[src/core/event_log_viewer_ui_cfg.svh]
// Purpose: constants for the event log viewer front end
// Assumes: 40 MHz core clock
// Notes:   timestamp packs day, month, year, hour and minute fields
`ifndef EVENT_LOG_VIEWER_UI_CFG_SVH
`define EVENT_LOG_VIEWER_UI_CFG_SVH

`define CLK_HZ          64'd40000000
`define BL_TIMEOUT_S    64'd30
`define PROG_TIMEOUT_M  64'd5
`define PROG_HOLD_S     64'd2
`define BLINK_HALF_MS   64'd500
`define BL_CYCLES       (`BL_TIMEOUT_S * `CLK_HZ)
`define PROG_CYCLES     (`PROG_TIMEOUT_M * 64'd60 * `CLK_HZ)
`define HOLD_CYCLES     (`PROG_HOLD_S * `CLK_HZ)
`define BLINK_CYCLES    (`BLINK_HALF_MS * `CLK_HZ / 64'd1000)
`define TMR_W           40

`define DISP_ROWS       2
`define DISP_COLS       16

`define LOG_DEPTH       256
`define LOG_AW          8
`define CODE_W          8
`define NUM_LANG        4
`define LANG_W          2

`define TS_W            27
`define FLD_W           7
`define NUM_FLD         5
`define TS_MIN_LSB      0
`define TS_MIN_W        6
`define TS_HOUR_LSB     6
`define TS_HOUR_W       5
`define TS_YEAR_LSB     11
`define TS_YEAR_W       7
`define TS_MON_LSB      18
`define TS_MON_W        4
`define TS_DAY_LSB      22
`define TS_DAY_W        5

`define FLD_DAY         3'h0
`define FLD_MON         3'h1
`define FLD_YEAR        3'h2
`define FLD_HOUR        3'h3
`define FLD_MIN         3'h4

`define LANG_RST        2'h0

`endif

[src/core/event_log_viewer_ui_pkg.sv]
// Purpose: types for the event log viewer front end
// Assumes: none
// Notes:   event codes are a fixed message set shared with the panel
package event_log_viewer_ui_pkg;

  typedef enum logic [6:0] {
    ST_NORMAL  = 7'h01,
    ST_MENU    = 7'h02,
    ST_BROWSE  = 7'h04,
    ST_PROG    = 7'h08,
    ST_PMENU   = 7'h10,
    ST_SETCLK  = 7'h20,
    ST_SETLANG = 7'h40
  } ui_state_t;

  typedef enum logic [0:0] {
    PITEM_DATE = 1'h0,
    PITEM_LANG = 1'h1
  } prog_item_t;

  typedef enum logic [7:0] {
    EVT_POWER_ON    = 8'h01,
    EVT_MAINS_LOSS  = 8'h02,
    EVT_MAINS_OK    = 8'h03,
    EVT_PANEL_RESET = 8'h04,
    EVT_SND_FAULT   = 8'h05,
    EVT_SND_FLT_RST = 8'h06,
    EVT_ZONE_FIRE   = 8'h07,
    EVT_ZONE_TEST   = 8'h08,
    EVT_ZONE_FAULT  = 8'h09,
    EVT_ZONE_OK     = 8'h0A,
    EVT_SYS_FAULT   = 8'h0B
  } evt_code_t;

endpackage

[src/core/idle_timer.sv]
// Purpose: cycle timeout that restarts on demand and holds its expiry
// Assumes: restart has priority over counting
// Notes:   expired stays high until the next restart
`timescale 1ns/10ps
`include "event_log_viewer_ui_cfg.svh"
module idle_timer #(
  parameter logic [`TMR_W-1:0] CYCLES = `TMR_W'(`BL_CYCLES)
) (
  input  wire logic core_clk_i,
  input  wire logic nrst_i,
  input  wire logic restart_i,
  input  wire logic run_i,
  output logic      expired_o
);
  logic [`TMR_W-1:0] cnt_reg;

  always_ff @(posedge core_clk_i or negedge nrst_i)
  begin
    if (!nrst_i)
    begin
      cnt_reg   <= '0;
      expired_o <= 1'b0;
    end
    else if (restart_i)
    begin
      cnt_reg   <= '0;
      expired_o <= 1'b0;
    end
    else if (run_i && !expired_o)
    begin
      cnt_reg   <= cnt_reg + `TMR_W'(1);
      expired_o <= (cnt_reg == CYCLES - `TMR_W'(1));
    end
  end
endmodule

[src/core/event_log_viewer_ui.sv]
// Purpose: event logging and menu front end for the log add-on
// Assumes: buttons and link inputs are clean and synchronous
// Notes:
`timescale 1ns/10ps
`include "event_log_viewer_ui_cfg.svh"
module event_log_viewer_ui
  import event_log_viewer_ui_pkg::*;
#(
  parameter logic [`TMR_W-1:0] BL_CYCLES    = `TMR_W'(`BL_CYCLES),
  parameter logic [`TMR_W-1:0] PROG_CYCLES  = `TMR_W'(`PROG_CYCLES),
  parameter logic [`TMR_W-1:0] HOLD_CYCLES  = `TMR_W'(`HOLD_CYCLES),
  parameter logic [`TMR_W-1:0] BLINK_CYCLES = `TMR_W'(`BLINK_CYCLES)
) (
  input  wire logic                  core_clk_i,
  input  wire logic                  nrst_i,
  input  wire logic                  btn_enter_i,
  input  wire logic                  btn_cancel_i,
  input  wire logic                  btn_up_i,
  input  wire logic                  btn_down_i,
  input  wire logic                  prog_btn_i,
  input  wire logic                  evt_valid_i,
  input  event_log_viewer_ui_pkg::evt_code_t evt_code_i,
  input  wire logic                  link_active_i,
  input  wire logic [`TS_W-1:0]      rtc_time_i,
  input  wire logic [`CODE_W+`TS_W-1:0] nvm_rd_data_i,
  output logic                       nvm_wr_o,
  output logic [`LOG_AW-1:0]         nvm_wr_addr_o,
  output logic [`CODE_W+`TS_W-1:0]   nvm_wr_data_o,
  output logic [`LOG_AW-1:0]         nvm_rd_addr_o,
  output logic                       rtc_load_o,
  output logic [`TS_W-1:0]           rtc_set_o,
  output event_log_viewer_ui_pkg::ui_state_t disp_screen_o,
  output logic [`CODE_W-1:0]         disp_row0_o,
  output logic [`TS_W-1:0]           disp_row1_o,
  output logic                       backlight_o,
  output logic [`LANG_W-1:0]         lang_o,
  output logic                       led_green_o,
  output logic                       led_yellow_o
);
  import event_log_viewer_ui_pkg::*;

  ui_state_t          state_reg;
  prog_item_t         pitem_reg;
  logic [3:0]         btn_prev_reg;
  logic [3:0]         press;
  logic               p_enter, p_cancel, p_up, p_down, any_press;
  logic               bl_exp, prog_exp, hold_exp, hold_prev_reg, hold_fire;
  logic               prog_mode;
  logic [`LOG_AW-1:0] wr_ptr_reg;
  logic [`LOG_AW:0]   rec_count_reg;
  logic [`LOG_AW-1:0] view_off_reg;
  logic [2:0]         fld_reg;
  logic [`FLD_W-1:0]  edit_reg [0:`NUM_FLD-1];
  logic [`LANG_W-1:0] lang_edit_reg;
  logic [`TMR_W-1:0]  blink_cnt_reg;

  // Edge detect: one action per press, however long it is held
  always_ff @(posedge core_clk_i or negedge nrst_i)
  begin
    if (!nrst_i)
      btn_prev_reg <= 4'h0;
    else
      btn_prev_reg <= {btn_down_i, btn_up_i, btn_cancel_i, btn_enter_i};
  end

  assign press     = {btn_down_i, btn_up_i, btn_cancel_i, btn_enter_i}
                     & ~btn_prev_reg;
  assign p_enter   = press[0];
  assign p_cancel  = press[1];
  assign p_up      = press[2];
  assign p_down    = press[3];
  assign any_press = |press;
  assign prog_mode = (state_reg == ST_PROG) || (state_reg == ST_PMENU) ||
                     (state_reg == ST_SETCLK) || (state_reg == ST_SETLANG);

  idle_timer #(.CYCLES(BL_CYCLES)) u_bl_timer (
    .core_clk_i (core_clk_i),
    .nrst_i     (nrst_i),
    .restart_i  (any_press),
    .run_i      (1'b1),
    .expired_o  (bl_exp)
  );

  idle_timer #(.CYCLES(PROG_CYCLES)) u_prog_timer (
    .core_clk_i (core_clk_i),
    .nrst_i     (nrst_i),
    .restart_i  (any_press || !prog_mode),
    .run_i      (prog_mode),
    .expired_o  (prog_exp)
  );

  idle_timer #(.CYCLES(HOLD_CYCLES)) u_hold_timer (
    .core_clk_i (core_clk_i),
    .nrst_i     (nrst_i),
    .restart_i  (!prog_btn_i),
    .run_i      (1'b1),
    .expired_o  (hold_exp)
  );

  always_ff @(posedge core_clk_i or negedge nrst_i)
  begin
    if (!nrst_i)
      hold_prev_reg <= 1'b0;
    else
      hold_prev_reg <= hold_exp;
  end

  // One entry per hold; keeping the button down does not re-enter
  assign hold_fire = hold_exp && !hold_prev_reg;

  assign backlight_o = !bl_exp;

  // Log write: stamp is the clock value in the arrival cycle
  always_ff @(posedge core_clk_i or negedge nrst_i)
  begin
    if (!nrst_i)
    begin
      nvm_wr_o      <= 1'b0;
      nvm_wr_addr_o <= '0;
      nvm_wr_data_o <= '0;
      wr_ptr_reg    <= '0;
      rec_count_reg <= '0;
    end
    else
    begin
      nvm_wr_o <= evt_valid_i;
      if (evt_valid_i)
      begin
        nvm_wr_addr_o <= wr_ptr_reg;
        nvm_wr_data_o <= {evt_code_i, rtc_time_i};
        wr_ptr_reg    <= wr_ptr_reg + `LOG_AW'(1);
        if (rec_count_reg != (`LOG_AW+1)'(`LOG_DEPTH))
          rec_count_reg <= rec_count_reg + (`LOG_AW+1)'(1);
      end
    end
  end

  // Newest record sits one below the write pointer
  assign nvm_rd_addr_o = wr_ptr_reg - `LOG_AW'(1) - view_off_reg;

  // Menu and mode sequencing
  always_ff @(posedge core_clk_i or negedge nrst_i)
  begin
    if (!nrst_i)
    begin
      state_reg <= ST_NORMAL;
      pitem_reg <= PITEM_DATE;
    end
    else if (prog_mode && prog_exp)
      state_reg <= ST_NORMAL;
    else
    begin
      case (state_reg)
        ST_NORMAL:
          if (hold_fire)
            state_reg <= ST_PROG;
          else if (p_enter)
            state_reg <= ST_MENU;
        ST_MENU:
          if (p_enter)
            state_reg <= ST_BROWSE;
          else if (p_cancel)
            state_reg <= ST_NORMAL;
        ST_BROWSE:
          if (p_cancel)
            state_reg <= ST_MENU;
        ST_PROG:
          if (p_enter)
          begin
            state_reg <= ST_PMENU;
            pitem_reg <= PITEM_DATE;
          end
          else if (p_cancel)
            state_reg <= ST_NORMAL;
        ST_PMENU:
          if (p_down || p_up)
            pitem_reg <= (pitem_reg == PITEM_DATE) ? PITEM_LANG
                                                   : PITEM_DATE;
          else if (p_enter)
            state_reg <= (pitem_reg == PITEM_DATE) ? ST_SETCLK
                                                   : ST_SETLANG;
          else if (p_cancel)
            state_reg <= ST_NORMAL;
        ST_SETCLK:
          if (p_cancel)
            state_reg <= ST_NORMAL;
          else if (p_enter && fld_reg == `FLD_MIN)
            state_reg <= ST_NORMAL;
        ST_SETLANG:
          if (p_cancel || p_enter)
            state_reg <= ST_NORMAL;
        default:
          state_reg <= ST_NORMAL;
      endcase
    end
  end

  // Browse position: zero is the newest record
  always_ff @(posedge core_clk_i or negedge nrst_i)
  begin
    if (!nrst_i)
      view_off_reg <= '0;
    else if (state_reg == ST_MENU && p_enter)
      view_off_reg <= '0;
    else if (state_reg == ST_BROWSE)
    begin
      if (p_down && ((`LOG_AW+1)'(view_off_reg) + (`LOG_AW+1)'(1)
                     < rec_count_reg))
        view_off_reg <= view_off_reg + `LOG_AW'(1);
      else if (p_up && view_off_reg != '0)
        view_off_reg <= view_off_reg - `LOG_AW'(1);
    end
  end

  function automatic logic [`FLD_W-1:0] fld_lo(input logic [2:0] f);
    fld_lo = (f == `FLD_DAY || f == `FLD_MON) ? `FLD_W'(1) : `FLD_W'(0);
  endfunction

  function automatic logic [`FLD_W-1:0] fld_hi(input logic [2:0] f);
    case (f)
      `FLD_DAY:  fld_hi = `FLD_W'(31);
      `FLD_MON:  fld_hi = `FLD_W'(12);
      `FLD_YEAR: fld_hi = `FLD_W'(99);
      `FLD_HOUR: fld_hi = `FLD_W'(23);
      default:   fld_hi = `FLD_W'(59);
    endcase
  endfunction

  // Clock edit: working copy only; the clock is untouched until the end
  always_ff @(posedge core_clk_i or negedge nrst_i)
  begin
    if (!nrst_i)
    begin
      fld_reg    <= `FLD_DAY;
      rtc_load_o <= 1'b0;
      rtc_set_o  <= '0;
      for (int i = 0; i < `NUM_FLD; i++)
        edit_reg[i] <= '0;
    end
    else
    begin
      rtc_load_o <= 1'b0;
      if (state_reg == ST_PMENU && p_enter && pitem_reg == PITEM_DATE)
      begin
        fld_reg             <= `FLD_DAY;
        edit_reg[`FLD_DAY]  <= `FLD_W'(rtc_time_i[`TS_DAY_LSB +: `TS_DAY_W]);
        edit_reg[`FLD_MON]  <= `FLD_W'(rtc_time_i[`TS_MON_LSB +: `TS_MON_W]);
        edit_reg[`FLD_YEAR] <= rtc_time_i[`TS_YEAR_LSB +: `TS_YEAR_W];
        edit_reg[`FLD_HOUR] <= `FLD_W'(rtc_time_i[`TS_HOUR_LSB +: `TS_HOUR_W]);
        edit_reg[`FLD_MIN]  <= `FLD_W'(rtc_time_i[`TS_MIN_LSB +: `TS_MIN_W]);
      end
      else if (state_reg == ST_SETCLK && !prog_exp && !p_cancel)
      begin
        // Enter first, so the load always lands in the same cycle as the state change
        if (p_enter && fld_reg != `FLD_MIN)
          fld_reg <= fld_reg + 3'h1;
        else if (p_enter)
        begin
          rtc_load_o <= 1'b1;
          rtc_set_o  <= {edit_reg[`FLD_DAY][`TS_DAY_W-1:0],
                         edit_reg[`FLD_MON][`TS_MON_W-1:0],
                         edit_reg[`FLD_YEAR][`TS_YEAR_W-1:0],
                         edit_reg[`FLD_HOUR][`TS_HOUR_W-1:0],
                         edit_reg[`FLD_MIN][`TS_MIN_W-1:0]};
        end
        else if (p_up)
          edit_reg[fld_reg] <= (edit_reg[fld_reg] >= fld_hi(fld_reg))
                               ? fld_lo(fld_reg)
                               : edit_reg[fld_reg] + `FLD_W'(1);
        else if (p_down)
          edit_reg[fld_reg] <= (edit_reg[fld_reg] <= fld_lo(fld_reg))
                               ? fld_hi(fld_reg)
                               : edit_reg[fld_reg] - `FLD_W'(1);
      end
    end
  end

  // Language: committed only on Enter
  always_ff @(posedge core_clk_i or negedge nrst_i)
  begin
    if (!nrst_i)
    begin
      lang_o        <= `LANG_RST;
      lang_edit_reg <= `LANG_RST;
    end
    else if (state_reg == ST_PMENU && p_enter)
      lang_edit_reg <= lang_o;
    else if (state_reg == ST_SETLANG && !prog_exp)
    begin
      if (p_enter && !p_cancel)
        lang_o <= lang_edit_reg;
      else if (p_up && !p_cancel)
        lang_edit_reg <= lang_edit_reg + `LANG_W'(1);
      else if (p_down && !p_cancel)
        lang_edit_reg <= lang_edit_reg - `LANG_W'(1);
    end
  end

  // Display content; the character controller renders 2 x 16
  always_ff @(posedge core_clk_i or negedge nrst_i)
  begin
    if (!nrst_i)
    begin
      disp_screen_o <= ST_NORMAL;
      disp_row0_o   <= '0;
      disp_row1_o   <= '0;
    end
    else
    begin
      disp_screen_o <= state_reg;
      case (state_reg)
        ST_BROWSE:
        begin
          disp_row0_o <= nvm_rd_data_i[`CODE_W+`TS_W-1:`TS_W];
          disp_row1_o <= nvm_rd_data_i[`TS_W-1:0];
        end
        ST_PMENU:
        begin
          disp_row0_o <= `CODE_W'(pitem_reg);
          disp_row1_o <= '0;
        end
        ST_SETCLK:
        begin
          disp_row0_o <= `CODE_W'(fld_reg);
          disp_row1_o <= `TS_W'(edit_reg[fld_reg]);
        end
        ST_SETLANG:
        begin
          disp_row0_o <= `CODE_W'(lang_edit_reg);
          disp_row1_o <= '0;
        end
        default:
        begin
          disp_row0_o <= '0;
          disp_row1_o <= rtc_time_i;
        end
      endcase
    end
  end

  // Status lamps; yellow toggles every half period while the link talks
  always_ff @(posedge core_clk_i or negedge nrst_i)
  begin
    if (!nrst_i)
    begin
      led_green_o   <= 1'b0;
      led_yellow_o  <= 1'b0;
      blink_cnt_reg <= '0;
    end
    else
    begin
      led_green_o <= 1'b1;
      if (!link_active_i)
      begin
        blink_cnt_reg <= '0;
        led_yellow_o  <= 1'b0;
      end
      else if (blink_cnt_reg == BLINK_CYCLES - `TMR_W'(1))
      begin
        blink_cnt_reg <= '0;
        led_yellow_o  <= !led_yellow_o;
      end
      else
        blink_cnt_reg <= blink_cnt_reg + `TMR_W'(1);
    end
  end
endmodule

[config.mk]
export PLATFORM = sky130hd
export DESIGN_NAME = event_log_viewer_ui
export DESIGN_NICKNAME = d
export VERILOG_FILES = /design/src/core/event_log_viewer_ui_pkg.sv /design/src/core/idle_timer.sv /design/src/core/event_log_viewer_ui.sv
export VERILOG_INCLUDE_DIRS = /design/src /design/src/core
export SDC_FILE = /design/constraint.sdc
export NUM_CORES = 1
export LEC_CHECK = 0
export BUFFER_PORTS_ARGS = -buffer_cell sky130_fd_sc_hd__clkbuf_2
export CORE_UTILIZATION = 60
export CTS_CLUSTER_SIZE = 14
export DETAILED_ROUTE_END_ITERATION = 10
export GPL_TIMING_DRIVEN = 1
export HOLD_SLACK_MARGIN = 0.12
export PLACE_DENSITY = 0.82
export SLEW_MARGIN = 20
export SYNTH_ARGS = -nofsm -noshare
export SYNTH_HDL_FRONTEND = slang
export SYNTH_SLANG_ARGS = --single-unit
[constraint.sdc]
create_clock -name core_clk_i -period 11.4 [get_ports core_clk_i]
set_input_delay 1.14 -clock core_clk_i [delete_from_list [all_inputs] [get_ports core_clk_i]]
set_output_delay 1.14 -clock core_clk_i [all_outputs]
set_load 0.02 [all_outputs]
# After elaboration in Yosys (flattened, before gate mapping)
# Index checks and enable logic that the tools add are counted.
# word_totals
register_bits,359
in_bits,79
output_inout_bits,127
word_cells,223
# classes
add_sub_neg,16
magnitude_cmp,5
n_eq_ne,30
mux,80
bitwise,8
n_reduce_logical,52
# ops
operator,count
2-to-1 mux 40 bit,8
2-to-1 mux 35 bit,6
2-to-1 mux 7 bit,29
adder 40 x 1 -> 40 bit (second input constant),4
case mux 27 bit (3 select lines),1
bitwise mux 35 bit,2
case mux 7 bit (7 select lines),1
equality test 40 x 25 -> 1 bit (second input constant),1
equality test 40 x 27 -> 1 bit (second input constant),1
equality test 40 x 31 -> 1 bit (second input constant),1
equality test 40 x 34 -> 1 bit (second input constant),1
2-to-1 mux 8 bit,4
case mux 8 bit (4 select lines),1
case mux 7 bit (4 select lines),1
binary-select mux 7 bit (select 3 bit),1
demux 7 bit (select 3 bit),1
logical AND 1 bit,17
adder 8 x 1 -> 8 bit (second input constant),2
2-to-1 mux 1 bit,16
subtractor 8 x 1 -> 8 bit (second input constant),2
inequality test 2 bit (second input constant),6
AND reduction 4 bit,3
nonzero test 2 bit,6
2-to-1 mux 2 bit,5
other kinds (44),71

# Depth between registers and ports, before layout
# logic_depth
ltp_word,16
mapped_depth,19
ltp_nobuf,19

# Hierarchy
# Synthesis repeated with hierarchy kept, for this count alone.
# hier_totals
hier_cells,1882
hier_area_um2,19037.0
# modules_own_cells
module,instances,cells_per_inst,area_per_inst_um2,seq_area_each_um2
event_log_viewer_ui,1,1112,11935.2,5908.2
idle_timer (u_prog_timer),1,261,2393.5,1026.0
idle_timer (u_bl_timer),1,252,2368.5,1026.0
idle_timer (u_hold_timer),1,257,2339.7,1026.0

# Least setup slack after synthesis
# OpenSTA, ideal clock, no wires.
# synth_path
kind,register to register
start,register view_off_reg[1]
end,register view_off_reg[7]
setup_ns,0.120
arrival_ns,3.592
t_required_ns,11.280
slack_ns,7.687
path_stages_with_launch,20
n_path_buf,0
period_less_slack_ns,3.713
cell_sequence,dfrtp_1 inv_1 nor3_1 nand3_1 xnor2_1 ha_1 a21o_1 a211oi_1 o211a_1 o21a_1 inv_1 ha_1 a21o_1 a21oi_1 o21ai_0 o41ai_1 xnor2_1 nand3_1 o31ai_1 a31o_2
# synth_via
elab_chain_len,6
elab_cells_between_ends,13
classes_between,add/sub: 3; order compare: 1; mux: 4; reduce/logical: 5
# synth_rtl
item,line,source
"start, declared",event_log_viewer_ui.sv:51,logic [`LOG_AW-1:0] view_off_reg;
"start signal, assigned",event_log_viewer_ui.sv:209,view_off_reg <= view_off_reg + `LOG_AW'(1);
"start signal, assigned",event_log_viewer_ui.sv:211,view_off_reg <= view_off_reg - `LOG_AW'(1);
adder 8 x 1 -> 9 bit,event_log_viewer_ui.sv:207,if (p_down && ((`LOG_AW+1)'(view_off_reg) + (`LOG_AW+1)'(1)
less-than comparator 9 bit,event_log_viewer_ui.sv:207,
logical AND 1 bit,event_log_viewer_ui.sv:207,
2-to-1 mux 8 bit,event_log_viewer_ui.sv:207,
2-to-1 mux 8 bit,event_log_viewer_ui.sv:205,else if (state_reg == ST_BROWSE)
2-to-1 mux 8 bit,event_log_viewer_ui.sv:203,else if (state_reg == ST_MENU && p_enter)
# Several ways; a longest one is shown, not always the timed one. The select of a mux whose other input is x is not followed.
# A chain may end at the register's enable or synchronous reset.

# Final worst setup path
# Ends and elaborated chain as after synthesis.

==> summary.txt <==
STA
  – Setup TNS: 0 ps
  – Final slew viol count: 0
  – Minimum clock period: 4240 ps
  – Worst-Margin Slew: 1010 ps
  – Min Hold Slack: 424 ps
  – RSZ-0062 raised after global routing: no
  – Worst slew margin: around a third
  – Tcrit/Tclk final: between 30% and 40%
  – Fmax: 236 MHz
  – Clock skew: 10.7 ps
  – Final Hold Vio Count: 0
  – Setup Viol. Count Final: 0

Power
  – Leak Pwr: around 9.5 nW
  – PD cells: 165 nW/um^2
  – Peak supply drop: 0.110 mV

Critical path
  – R2R Setup Slk: 7160 ps
  – FF-to-FF End: view_off_reg[7]$_DFFE_PN0P_
  – R2R depth: 19
  – Worst setup path class: reg -> reg
  – Crit path required time: around 12000 ps
  – CP max FO: 6
  – CP startpoint kind: flop
  – WP data arrival: 4650 ps
  – RR Startpoint: view_off_reg[1]$_DFFE_PN0P_
  – CP Capture Type: flop

Logic synthesis
  – Post-synth EDFFs: 0
  – Area contributors post-synth: dfrtp_1 (51%), xor2_1 (4.9%), mux2_2 (4.8%)
  – Top cell type's share of synthesized area: 50.6%
  – Synth unique cells: 74
  – Top FF cell, synth: dfrtp_1
  – Seq cells post-synth: 359
  – Mapped Cells: between 1500 and 2000
  – Ys async rst share: 100%
  – Mapped Avg Cell Area: 10.5 um^2
  – Seq/Total Area, Yosys: 50.9%
  – Yosys synthesis warning count: 0
  – Synth area leader: dfrtp_1
  – Netlist Area Pre-Place: ~18000 um^2
  – Syn_nets: 1811

Global route
  – Largest net degree at the start of global routing: 125
  – Vias in the first global route: around 14000
  – Initial antenna violation count: 2
  – GRT Total Usage: 28.4%
  – First-pass GRT wire length: 69300 um
  – GRT overflow: 0

Detailed routing
  – DR vias/cell: 5.88
  – DR DRC count: 0
  – DR WL/cell: approximately 18 um
  – Detailed Route Iter0 Violations: 1009
  – Antenna viol nets, final: 0
  – Total number of vias: 13505
  – TritonRoute pass-1 iters: 5
  – WL final: about 42000 um

Min path
  – Hold Crit Depth: 0
  – Hold Path Origin: state_reg[0]$_DFFE_PN1P_
  – Hold crit path type: reg -> reg
  – Worst Hold End: disp_screen_o[0]$_DFF_PN1_

Die
  – Row cnt: 62
  – Top Ports: a little over 200
  – Total die area: approximately 30000 um^2
  – Die height: 173 um
  – Core ar.: 28800 um^2
  – Starting Density: 61.3%
  – Die width: 173 um

Final layout
  – Fillers: 2066
  – Post-route cell area: 20200 um^2
  – Area growth, synth to finish: 14.7%
  – Final net count: between 2000 and 2500
  – Layout cell share with drive strength beyond 1: approximately a fifth
  – Final core occ: 70.3%

Clock tree
  – H-Tree Level Count: 2
  – Worst-path clk slew: 60 ps
  – CTS Buffer Depth: 3
  – TritonCTS clock tree: done
  – Cts hold-fix bufs: 0
  – Root Buffer: clkbuf_16
  – Clock Sinks: 359
  – Post-CTS setup buffers: 0
  – Post-CTS resize count: 0
  – CTS Buf Count: 37
  – Clock latency at the later pin of the worst-skew pair: 530 ps

Placement
  – Placed cell areas: 19000 um^2
  – Hpwl dp: 28700 um
  – RePlAce Congestion: about 0.92
  – Port bufs: 205

Status
  – Status: finished, final reports clean

Job
  – Maximum capacitance violations: 0
## worst max path at each step
stage                                start                     endpoint
6_report       view_off_reg[1]$_DFFE_PN0P_  view_off_reg[7]$_DFFE_PN0P_
5_1_grt        view_off_reg[1]$_DFFE_PN0P_  view_off_reg[7]$_DFFE_PN0P_
4_1_cts        view_off_reg[1]$_DFFE_PN0P_  view_off_reg[7]$_DFFE_PN0P_
3_5_place_dp        fld_reg[1]$_DFFE_PN0P_     edit_reg[24]$_DFFE_PN0P_
3_3_place_gp        fld_reg[1]$_DFFE_PN0P_     edit_reg[23]$_DFFE_PN0P_
2_1_floorplan  view_off_reg[1]$_DFFE_PN0P_  view_off_reg[7]$_DFFE_PN0P_
## final cells by class
cell class / instances / area (um^2) / share of cell area [%]
clock buffers: 58 / 1130 / 5.57
multi-input cells: 1218 / 8230 / 40.7
inverters: 51 / 194 / 0.958
diodes: 2 / 5.00 / 0.0247
well taps: 384 / 480 / 2.37
clock inverters: 8 / 104 / 0.513
flip-flops and latches: 359 / 8990 / 44.4
repair buffers: 215 / 1110 / 5.51
## synth_stat cells (5+ instances only)
library cell,count
a22oi_1,28
mux2_2,75
nand2_1,112
nor2b_1,20
inv_1,47
mux2i_1,18
xor2_1,99
a222oi_1,6
ha_1,44
and3_1,39
and2_1,43
a21oi_1,35
clkbuf_1,38
a21boi_0,5
nor2_1,187
a221o_1,5
nor3_1,26
or3_1,18
and4_1,14
nand2b_1,15
xnor2_1,85
a22o_1,23
nor4b_1,11
o21ai_0,59
nor4_1,19
o21ai_1,15
buf_1,9
dfrtp_1,357
buf_2,8
nand3_1,95
a21o_1,13
a211oi_1,5
nand4_1,48
## where the power goes
group / switching (mW) / internal (mW) / leakage [nW] / total (mW)
clock: 0.496 / 0.727 / 0.606 / 1.22
sequential: 0.0785 / 1.36 / 4.79 / 1.44
combinational: 0.417 / 0.264 / 4.09 / 0.681
total: 0.992 / 2.35 / 9.48 / 3.34
## routing by layer
metal | wire, um | GRT usage [%]
met2 | 20700 | 48.2
met3 | 2260 | 4.25
met1 | 17400 | 36.6
met4 | 1350 | 11.8
met5 | 0 | 0
## worst max-delay path, cell delays in order, from the launching register on
cell	delay (ps)
dfrtp_1	420
inv_1	150
nor3_1	190
nand3_1	140
xnor2_1	160
ha_1	310
a21o_1	190
a211oi_1	260
o211a_1	180
o21a_1	220
inv_1	160
ha_1	300
a21o_1	150
a21oi_1	210
o21ai_0	160
o41ai_1	390
xnor2_1	150
nand3_1	100
o31ai_1	80
a31o_2	210
## layout by cell type (no fill, tap or decap), types with 19 or more instances in the layout
cell type,n
and2_1,43
clkbuf_16,39
a22oi_1,28
nor4_1,19
xnor2_1,85
nand3_1,95
xor2_1,99
nor2_1,186
mux2_2,75
ha_1,44
a22o_1,23
a21oi_1,35
nand4_1,48
and3_1,39
nand2_1,112
dfrtp_1,357
nor2b_1,20
o21ai_0,59
inv_1,47
nor3_1,26
clkbuf_2,204
## per-stage QoR
step / power (mW) / setup WS [ps] / std cells
6_report: 3.34 / 7160 / 2295
5_1_grt: 3.49 / 6800 / 2294
4_1_cts: 3.36 / 7190 / 2293
3_5_place_dp: 2.14 / 7240 / 2227
3_3_place_gp: 2.12 / 7320 / 2227
2_1_floorplan: 1.91 / 7690 / 1686
## cells by family (layout without fill, tap and decap cells)
family,after synthesis,in the layout,synth area share (%)
AOI/OAI and AO/OA,225,225,8.73
DFF,359,359,50.9
xor gates and xnor gates,184,184,9.13
muxes,94,94,5.89
and+or+nand+nor,668,668,19.4
buffers and inverters,109,332,2.54
adders and majority gates,46,46,3.35
other,1,3,0.0213
No activity file was read; power rests on OpenSTA's default activity.
